### src/hw/cnt_irq_params.svh
// Constants for the counter and daisy-chain interrupt block.
// Included by count_channel and counter_interrupt_daisy_chain; definitions only.
`ifndef CNT_IRQ_PARAMS_SVH
`define CNT_IRQ_PARAMS_SVH
`define CH_COUNT 4
`define RETURN_FROM_INTERRUPT_OPCODE_FIRST_BYTE 8'hED
`define RETURN_FROM_INTERRUPT_OPCODE_SECOND_BYTE 8'h4D
`define CNT_RESET_VALUE 8'h00
`define VEC_RESET_VALUE 5'h00
`endif

### src/hw/cnt_irq_pkg.sv
// Types shared by the counter and daisy-chain interrupt block.
// Assumes nothing beyond a SystemVerilog compiler.
package cnt_irq_pkg;
   typedef logic [7:0] byte_t;
   typedef logic [3:0] ch_mask_t;
   typedef enum logic [1:0] {
      RETURN_FROM_INTERRUPT_OPCODE_IDLE = 2'b00,
      RETURN_FROM_INTERRUPT_OPCODE_SAW_ED = 2'b01
   } return_from_interrupt_opcode_state_t;
endpackage

### src/hw/count_channel.sv
// One counter-mode down-counter channel with trigger edge sync.
// Assumes a clocked trigger sampled through a two-stage synchroniser.
`timescale 1ns/1ps
`include "cnt_irq_params.svh"
module count_channel
   import cnt_irq_pkg::*;
(
   input wire logic clk_sys_in,
   input wire logic sys_rst_in,
   input wire logic clk_en_in,
   input wire logic run_in,
   input wire logic trig_pol_in,
   input wire logic load_in,
   input wire cnt_irq_pkg::byte_t tc_in,
   input wire logic external_count_trigger_in,
   output logic zero_count_pulse_out
);
   logic s1_q, s1_d, s2_q, s2_d, s3_q, s3_d, zc_q, zc_d;
   byte_t cnt_q, cnt_d;
   logic edge_w;

   // Synchroniser chain; first stage feeds only the second
   always_comb begin
      s1_d = external_count_trigger_in ^ ~trig_pol_in;
      s2_d = s1_q;
      s3_d = s2_q;
   end
   assign edge_w = s2_q & ~s3_q;

   // Late triggers miss s1 setup and land one cycle later
   // late edge delayed
   always_comb begin
      cnt_d = cnt_q;
      zc_d = 1'b0;
      if (load_in) begin
         cnt_d = tc_in;
      end else if (run_in && edge_w) begin
         cnt_d = cnt_q - 8'h01;
         if (cnt_q == 8'h01) begin
            cnt_d = tc_in;
            zc_d = 1'b1;
         end
      end
   end

   always_ff @(posedge clk_sys_in or posedge sys_rst_in) begin
      if (sys_rst_in) begin
         s1_q <= 1'b0;
         s2_q <= 1'b0;
         s3_q <= 1'b0;
         cnt_q <= `CNT_RESET_VALUE;
         zc_q <= 1'b0;
      end else if (clk_en_in) begin
         s1_q <= s1_d;
         s2_q <= s2_d;
         s3_q <= s3_d;
         cnt_q <= cnt_d;
         zc_q <= zc_d;
      end
   end
   assign zero_count_pulse_out = zc_q;

   zc_one_cycle_a: assert property (@(posedge clk_sys_in) disable iff (sys_rst_in)
      zc_q && clk_en_in |=> !zc_q) else $error("zero pulse longer than one cycle");
endmodule

### src/hw/counter_interrupt_daisy_chain.sv
// Counter channels plus vectored daisy-chain interrupt logic.
// Assumes a processor bus sampled synchronously to clk_sys_in.
`timescale 1ns/1ps
`include "cnt_irq_params.svh"
module counter_interrupt_daisy_chain
   import cnt_irq_pkg::*;
(
   input wire logic clk_sys_in,
   input wire logic sys_rst_in,
   input wire logic clk_en_in,
   input wire cnt_irq_pkg::ch_mask_t run_in,
   input wire cnt_irq_pkg::ch_mask_t trig_pol_in,
   input wire cnt_irq_pkg::ch_mask_t load_in,
   input wire cnt_irq_pkg::byte_t tc_in,
   input wire cnt_irq_pkg::ch_mask_t irq_enable_in,
   input wire logic [4:0] vector_base_in,
   input wire cnt_irq_pkg::ch_mask_t external_count_trigger_in,
   input wire logic opcode_fetch_cycle_n_in,
   input wire logic io_request_n_in,
   input wire logic rd_n_in,
   input wire cnt_irq_pkg::byte_t data_in,
   input wire logic priority_chain_in,
   output cnt_irq_pkg::ch_mask_t zero_count_pulse_out,
   output logic priority_chain_out,
   output logic int_n_out,
   output logic int_oe_out,
   output cnt_irq_pkg::byte_t data_out,
   output logic data_oe_out
);
   ch_mask_t zc_w, pend_q, pend_d, serv_q, serv_d, ien_q, ien_d;
   return_from_interrupt_opcode_state_t return_from_interrupt_opcode_q, return_from_interrupt_opcode_d;
   byte_t vec_q, vec_d;
   logic drv_q, drv_d, io_request_q, io_request_d;
   logic ack_w, fetch_w, ack_start_w, blocked_w, busy_w, op_rd_w;
   logic op_seen_q, op_seen_d;
   ch_mask_t late_q, late_d;
   logic [1:0] win_w;

   // Lowest channel number wins; used for vector and in-service marking
   function automatic logic [1:0] top_ch(input ch_mask_t m);
      top_ch = 2'h0;
      for (int i = `CH_COUNT - 1; i >= 0; i--) begin
         if (m[i]) begin
            top_ch = 2'(i);
         end
      end
   endfunction

   // Channels of the given rank or higher; any of them in service holds a request off
   function automatic ch_mask_t at_or_above(input logic [1:0] c);
      at_or_above = 4'h0;
      for (int i = 0; i < `CH_COUNT; i++) begin
         if (i <= int'(c)) begin
            at_or_above[i] = 1'b1;
         end
      end
   endfunction

   // Four identical counter channels
   genvar g;
   generate
      for (g = 0; g < `CH_COUNT; g++) begin : g_ch
         count_channel u_ch (
            .clk_sys_in(clk_sys_in),
            .sys_rst_in(sys_rst_in),
            .clk_en_in(clk_en_in),
            .run_in(run_in[g]),
            .trig_pol_in(trig_pol_in[g]),
            .load_in(load_in[g]),
            .tc_in(tc_in),
            .external_count_trigger_in(external_count_trigger_in[g]),
            .zero_count_pulse_out(zc_w[g])
         );
      end
   endgenerate
   assign zero_count_pulse_out = zc_w;

   // Bus decode; acknowledge only with read high
   assign fetch_w = ~opcode_fetch_cycle_n_in;
   assign ack_w = fetch_w & ~io_request_n_in & rd_n_in;
   assign ack_start_w = ack_w & ~io_request_q;
   // Opcode read; the processor holds it for several clocks, so act on its first one
   assign op_rd_w = fetch_w & io_request_n_in & ~rd_n_in;
   // only same or higher rank in service holds off
   assign blocked_w = |(serv_q & at_or_above(win_w));
   // Any channel in service closes the chain behind this device
   assign busy_w = |serv_q;
   assign win_w = top_ch(pend_q);

   // Request, service and vector logic
   always_comb begin
      pend_d = pend_q;
      serv_d = serv_q;
      ien_d = irq_enable_in;
      return_from_interrupt_opcode_d = return_from_interrupt_opcode_q;
      vec_d = vec_q;
      drv_d = drv_q;
      io_request_d = ~io_request_n_in;
      op_seen_d = op_rd_w;
      late_d = late_q;
      // set on enabled zero count
      // A zero count during a fetch is parked rather than lost, posted once fetch ends
      if (!fetch_w) begin
         pend_d = pend_q | late_q | (zc_w & ien_q);
         late_d = 4'h0;
      end else begin
         late_d = late_q | (zc_w & ien_q);
      end
      pend_d = pend_d & ien_q;
      late_d = late_d & ien_q;
      // vector at io fall, chain in high
      if (ack_start_w && priority_chain_in && |pend_q && !blocked_w) begin
         vec_d = {vector_base_in, win_w, 1'b0};
         drv_d = 1'b1;
         pend_d[win_w] = 1'b0;
         serv_d[win_w] = 1'b1;
      end else if (!ack_w) begin
         drv_d = 1'b0;
      end
      // return opcode tracked on fetch reads
      if (op_rd_w && !op_seen_q) begin
         case (return_from_interrupt_opcode_q)
            RETURN_FROM_INTERRUPT_OPCODE_IDLE: begin
               if (data_in == `RETURN_FROM_INTERRUPT_OPCODE_FIRST_BYTE) begin
                  return_from_interrupt_opcode_d = RETURN_FROM_INTERRUPT_OPCODE_SAW_ED;
               end
            end
            RETURN_FROM_INTERRUPT_OPCODE_SAW_ED: begin
               // only if chain in high here
               if (data_in == `RETURN_FROM_INTERRUPT_OPCODE_SECOND_BYTE && priority_chain_in) begin
                  serv_d[top_ch(serv_q)] = 1'b0;
               end
               return_from_interrupt_opcode_d = RETURN_FROM_INTERRUPT_OPCODE_IDLE;
            end
            default: begin
               return_from_interrupt_opcode_d = RETURN_FROM_INTERRUPT_OPCODE_IDLE;
            end
         endcase
      end
   end

   always_ff @(posedge clk_sys_in or posedge sys_rst_in) begin
      if (sys_rst_in) begin
         pend_q <= 4'h0;
         serv_q <= 4'h0;
         ien_q <= 4'h0;
         return_from_interrupt_opcode_q <= RETURN_FROM_INTERRUPT_OPCODE_IDLE;
         vec_q <= 8'h00;
         drv_q <= 1'b0;
         io_request_q <= 1'b0;
         op_seen_q <= 1'b0;
         late_q <= 4'h0;
      end else if (clk_en_in) begin
         pend_q <= pend_d;
         serv_q <= serv_d;
         ien_q <= ien_d;
         return_from_interrupt_opcode_q <= return_from_interrupt_opcode_d;
         vec_q <= vec_d;
         drv_q <= drv_d;
         io_request_q <= io_request_d;
         op_seen_q <= op_seen_d;
         late_q <= late_d;
      end
   end

   assign priority_chain_out = priority_chain_in & ~busy_w;
   // open-drain request, pulled low while pending and not held off by same or higher rank in service
   assign int_oe_out = |pend_q & ~blocked_w;
   assign int_n_out = 1'b0;
   assign data_out = vec_q;
   assign data_oe_out = drv_q;

   chain_block_a: assert property (@(posedge clk_sys_in) disable iff (sys_rst_in)
      busy_w |-> !priority_chain_out) else $error("chain out high while serving");
   vec_low_zero_a: assert property (@(posedge clk_sys_in) disable iff (sys_rst_in)
      data_oe_out |-> data_out[0] == 1'b0) else $error("vector bit zero set");
   vec_drive_a: assert property (@(posedge clk_sys_in) disable iff (sys_rst_in)
      $rose(data_oe_out) |-> $past(priority_chain_in) && $past(ack_w))
      else $error("vector without chain in");
   freeze_a: assert property (@(posedge clk_sys_in) disable iff (sys_rst_in)
      fetch_w && clk_en_in && !ack_start_w |=> (pend_q & ~$past(pend_q)) == 4'h0)
      else $error("request set during fetch");
   zero_req_a: assert property (@(posedge clk_sys_in) disable iff (sys_rst_in)
      clk_en_in && !fetch_w && |(zc_w & ien_q) |=> |pend_q || |serv_q)
      else $error("zero count lost");
   int_line_a: assert property (@(posedge clk_sys_in) disable iff (sys_rst_in)
      |pend_q && !blocked_w |-> int_oe_out) else $error("interrupt not asserted");
   vec_chan_a: assert property (@(posedge clk_sys_in) disable iff (sys_rst_in)
      $rose(data_oe_out) |-> data_out[2:1] == $past(win_w)
         && ($past(pend_q) & ~(4'hF << data_out[2:1])) == 4'h0)
      else $error("wrong channel");
   nest_hold_a: assert property (@(posedge clk_sys_in) disable iff (sys_rst_in)
      $rose(data_oe_out) |-> ($past(serv_q) & ~(4'hE << data_out[2:1])) == 4'h0)
      else $error("vector under equal or higher service");
   park_req_a: assert property (@(posedge clk_sys_in) disable iff (sys_rst_in)
      clk_en_in && fetch_w && |(zc_w & ien_q) |=> |late_q)
      else $error("zero count dropped in fetch");
   release_a: assert property (@(posedge clk_sys_in) disable iff (sys_rst_in)
      $fell(|serv_q) |-> $past(return_from_interrupt_opcode_q) == RETURN_FROM_INTERRUPT_OPCODE_SAW_ED) else $error("release without return");
   ack_c: cover property (@(posedge clk_sys_in) $rose(data_oe_out));
   return_from_interrupt_opcode_c: cover property (@(posedge clk_sys_in) $fell(|serv_q));
   zc_c: cover property (@(posedge clk_sys_in) |zc_w);
   nest_c: cover property (@(posedge clk_sys_in) $rose(data_oe_out) && $past(busy_w));
endmodule

### config.mk
export PLATFORM = sky130hd
export DESIGN_NAME = counter_interrupt_daisy_chain
export DESIGN_NICKNAME = d
export VERILOG_FILES = /design/src/hw/cnt_irq_pkg.sv /design/src/hw/count_channel.sv /design/src/hw/counter_interrupt_daisy_chain.sv
export VERILOG_INCLUDE_DIRS = /design/src /design/src/hw
export SDC_FILE = /design/constraint.sdc
export NUM_CORES = 1
export LEC_CHECK = 0
export ABC_AREA = 1
export BUFFER_PORTS_ARGS = -buffer_cell sky130_fd_sc_hd__buf_2
export CORE_ASPECT_RATIO = 0.6
export CORE_MARGIN = 4
export CORE_UTILIZATION = 45
export CTS_CLUSTER_SIZE = 28
export DETAILED_ROUTE_END_ITERATION = 7
export PLACE_DENSITY_LB_ADDON = 0.2
export SLEW_MARGIN = 20
export SYNTH_ARGS = -nofsm -noshare
export SYNTH_HDL_FRONTEND = slang
export SYNTH_HIERARCHICAL = 1
export SYNTH_SLANG_ARGS = --single-unit
export TNS_END_PERCENT = 20
### constraint.sdc
create_clock -name clk_sys_in -period 1.51 [get_ports clk_sys_in]
set_input_delay 0.2265 -clock clk_sys_in [delete_from_list [all_inputs] [get_ports clk_sys_in]]
set_output_delay 0.2265 -clock clk_sys_in [all_outputs]
set_load 0.02 [all_outputs]
==> results <==
- During synthesis, Yosys emitted a total of 6 warnings.
- The number of cells on the worst reg-to-reg path is 9.
- The terminating pin of the worst hold path is data_out[3].
- The sum of net half-perimeters after detailed placement is 8520 um.
- The number of library cell types mapped by synthesis is 32.
- The total routed wirelength is 11300 um.
- The overall die width is 139 um.
- The share of the yosys chip area belonging to registers is 40.7%.
- The die covers 12000 um^2.
- The number of antenna violations at the first check in global routing is 0.
- Global routing finished with a remaining overflow of 0.
- The maximum fanout along the worst path is 5.
- For this run, the top clock speed supported by timing is 615 MHz.
- For this design the ratio of total power to cell area is 1130 nW/um^2.
- The die is 86.4 um tall.
- The maximum number of pins on one net before global-route repair is 28.
- The setup total negative slack is -0.325 ns.
- The capturing point of the worst reg2reg path is data_out[1].
- The critical path goes through nor2_4, nand2_2, a21oi_4, nor3_2, buf_4.
- The final reports fail on setup timing.
- For this design, the sink count on the clock tree is 75.
- On the worst path, the slowest cell contributes a delay of 0.42 ns.
- The floorplan has 28 rows.
- The synthesized cell area is 4610 um^2.
- The TritonCTS clock tree is done.
- Across all layers, the routed design uses 4156 vias.
- The count of nets left with antenna violations once routing finished came out at 0.
- Counting the buffers created by CTS gives 9.
- The average wire per cell in the routed design is 13.4 um.
- The maximum VDD drop is 0.593 mV.
- The cell count after synthesis came out at 623.
- The launching point of the worst reg2reg path is pend_q[2].
- Once layout is complete, the utilization of the core stands at 55.4%.
- After synthesis, the share of flip-flops with an asynchronous set or reset is 100%.
- The maximum number of buffers from clock root to sink is 2.
- Of the available clock period, the critical path in the final layout requires 108%.
- The combined global-route utilization of all metal layers is 20.2%.
- In this run, synthesis produced a sequential element count of 75.
- The flow ran to the end, but the final reports show violations.
- In the synthesized netlist the dominant register cell turns out to be sky130_fd_sc_hd__dfrtp_1.
- The wire length of the first global-routing pass is 19500 um.
- The kind of start point of the critical path is a register.
- The net total in the final layout is 759.
- The synthesized area divided by synthesized cell count is 7.39 um^2.
- The synthesized design contains 0 enable-type register cells.
- Across all setup checks in the final design, the least slack found is -0.117 ns.
- 64 I/O pins were placed.
- The worst relative slew slack is 63.5%.
- The DRC violation count after routing is 0.
- Total power for the finished layout comes to 6.18 mW.
- Hold timing on the final database bottoms out at a slack of 0.100 ns.
- The buffers plus inverters on the worst setup path is 1.
- Clock tree synthesis selected as its root buffer the cell sky130_fd_sc_hd__clkbuf_16.
- The final critical-path required period is 1.63 ns.
- The highest-delay cell along the critical path is sky130_fd_sc_hd__dfrtp_1.
- The kind of capture point of the worst setup path is a primary output.
- For this design the static power due to leakage is 2.90 nW.
- The worst setup path is of the register to primary output kind.
- In this run the worst hold path is classified as input port to register.
- The number of maximum-capacitance violations is 0.
- CTS built an H-tree with a depth of 3.
- The total area inside the core boundary comes to 9910 um^2.
- The number of buffers added on ports is 61.
- After clock tree synthesis, the clock-pin slew on the worst setup and hold paths is 0.05 ns.
- The final number of max-transition violations was 0.
- Across all register-to-register paths, the minimum setup slack is -0.04 ns.
- The via count normalized by instance count is 4.93.
- The number of cells traversed by the worst hold path is 3.
- The startpoint identified for the worst hold timing path is vector_base_in[0].
- The initial standard-cell utilization of the core is 46.5%.
- The cell class contributing the biggest share of worst-path delay is flip-flops.
- Setup repair after global routing could not meet its margin everywhere.
- In this run, the number of DRC markers left after iteration 0 of detailed routing was 275.
- The repair_antennas step left the layout with diodes totalling 0.
- The data arrival time of the critical path is 1.40 ns.
- The transition time at the pin with the least slew margin is 0.547 ns.
- The number of global-route vias before repair came to 4026.
- The clock skew is 0.00777 ns.
- The final weighted congestion in routability-driven placement is 0.915.
- The clock reaches the later pin of the worst-skew pair after 0.34 ns.
- The area growth from synthesis to layout is 19.3%.
- Of the cells placed in the final design, the portion with a size suffix greater than 1 is 21.6%.
- The final setup violation count is 9.
- The final-report hold violation count came to 0.
- The number of detailed-routing iterations run before antenna repair is 4.
- Data on the critical path is required at its endpoint by 1.28 ns.
## what timing repair did
item | CTS | global route
hold endpoints to repair | 48 | 0
hold buffers | 1 | 0
resized for setup | 8 | 4
setup buffers | 0 | 1
pin swaps | 2 | 4
setup endpoints to repair | 7 | 17
## metrics by stage
stage	cell area (um^2)	cells	setup slack (ns)
floorplan	4610	624	0.144
detailed placement	5150	825	-0.00898
CTS	5470	842	-0.110
global placement	5150	825	0.0554
global route	5500	843	-0.181
finish	5500	843	-0.117
## cell usage in the layout (no fill, tap or decap), types with 13 or more instances in the layout
cell type / netlist / layout
sky130_fd_sc_hd__buf_2: 0 / 60
sky130_fd_sc_hd__buf_4: 7 / 16
sky130_fd_sc_hd__dfrtp_1: 75 / 75
sky130_fd_sc_hd__inv_1: 78 / 77
sky130_fd_sc_hd__inv_2: 12 / 13
sky130_fd_sc_hd__nand2_1: 189 / 187
sky130_fd_sc_hd__nand3_1: 52 / 51
sky130_fd_sc_hd__nand4_1: 14 / 14
sky130_fd_sc_hd__nor2_1: 48 / 47
sky130_fd_sc_hd__nor2_4: 17 / 19
sky130_fd_sc_hd__o21ai_0: 23 / 23
sky130_fd_sc_hd__o21ai_1: 26 / 26
## registers in the layout (all words and copies together) (netlist names)
register,flops
g_ch.u_ch/s1_q,4
late_q,4
g_ch.u_ch/s3_q,4
g_ch.u_ch/cnt_q,32
data_oe_out,1
data_out,7
op_seen_q,1
return_from_interrupt_opcode_q,1
pend_q,4
ien_q,4
io_request_q,1
g_ch.u_ch/s2_q,4
g_ch.u_ch/zero_count_pulse_out,4
serv_q,4
## tightest hold or removal path, delay by kind of cell
kind	cells	cell delay, ns
buffers and inverters	1	0.08
and+or+nand+nor	2	0.09
## area by class of cell
type / instances / area (um^2)
repair buffers: 79 / 470
clock buffers: 11 / 253
clock inverters: 5 / 27.5
flip-flops and latches: 75 / 1880
inverters: 92 / 345
well taps: 135 / 169
fillers: 964 / 4420
multi-input cells: 446 / 2350
## cell usage after synthesis, types with 5 or more instances
cell / count / area share, %
sky130_fd_sc_hd__buf_4: 7 / 1.1
sky130_fd_sc_hd__o21bai_1: 12 / 2.0
sky130_fd_sc_hd__nand2_1: 189 / 15
sky130_fd_sc_hd__dfrtp_1: 75 / 41
sky130_fd_sc_hd__nor3_1: 5 / 0.54
sky130_fd_sc_hd__o21ai_0: 23 / 2.5
sky130_fd_sc_hd__nor2_1: 48 / 3.9
sky130_fd_sc_hd__nor2_4: 17 / 4.2
sky130_fd_sc_hd__a21oi_1: 12 / 1.3
sky130_fd_sc_hd__nand4_1: 14 / 1.9
sky130_fd_sc_hd__inv_2: 12 / 0.98
sky130_fd_sc_hd__nand3_1: 52 / 5.6
sky130_fd_sc_hd__xor2_1: 12 / 2.3
sky130_fd_sc_hd__inv_1: 78 / 6.4
sky130_fd_sc_hd__nand2_2: 5 / 0.68
sky130_fd_sc_hd__a21oi_2: 5 / 0.95
sky130_fd_sc_hd__ha_1: 8 / 2.2
sky130_fd_sc_hd__o21ai_1: 26 / 2.8
## worst max-delay path by stage
stage                            start           to  slack, ns  depth (start not counted)
after global placement    io_request_q  data_out[4]       0.06                          6
after floorplan              pend_q[3]   int_oe_out       0.14                          5
after detailed placement  io_request_q  data_out[4]     -0.009                          6
after CTS                    pend_q[0]   int_oe_out      -0.11                          5
after global routing         pend_q[1]   int_oe_out      -0.18                          5
final                        pend_q[1]   int_oe_out      -0.12                          5
## power breakdown
part | switching [mW] | internal (mW)
combinational | 0.978 | 0.600
sequential | 0.309 | 2.28
clock | 0.828 | 1.19
total | 2.12 | 4.07
## cell families (layout without fill, tap and decap cells)
kind of cell,Yosys count,in the layout,synth area share (%)
AOI/OAI and AO/OA,84,84,11.3
other,1,2,0.0814
adders and majority gates,8,8,2.17
buffers and inverters,103,187,9.13
and+or+nand+nor,340,340,34.3
DFF,75,75,40.7
xor gates and xnor gates,12,12,2.28
## metal layers
layer,wire [um],part of all wire (%),global-route usage [%],vias to the layer above
met4,103,0.91,5.95,0
met1,5970,53,30.0,1918
li1,-,-,-,2135
met5,0,0,0,-
met3,487,4.3,4.13,11
met2,4770,42,30.0,92
(Power assumes the default switching activity.)
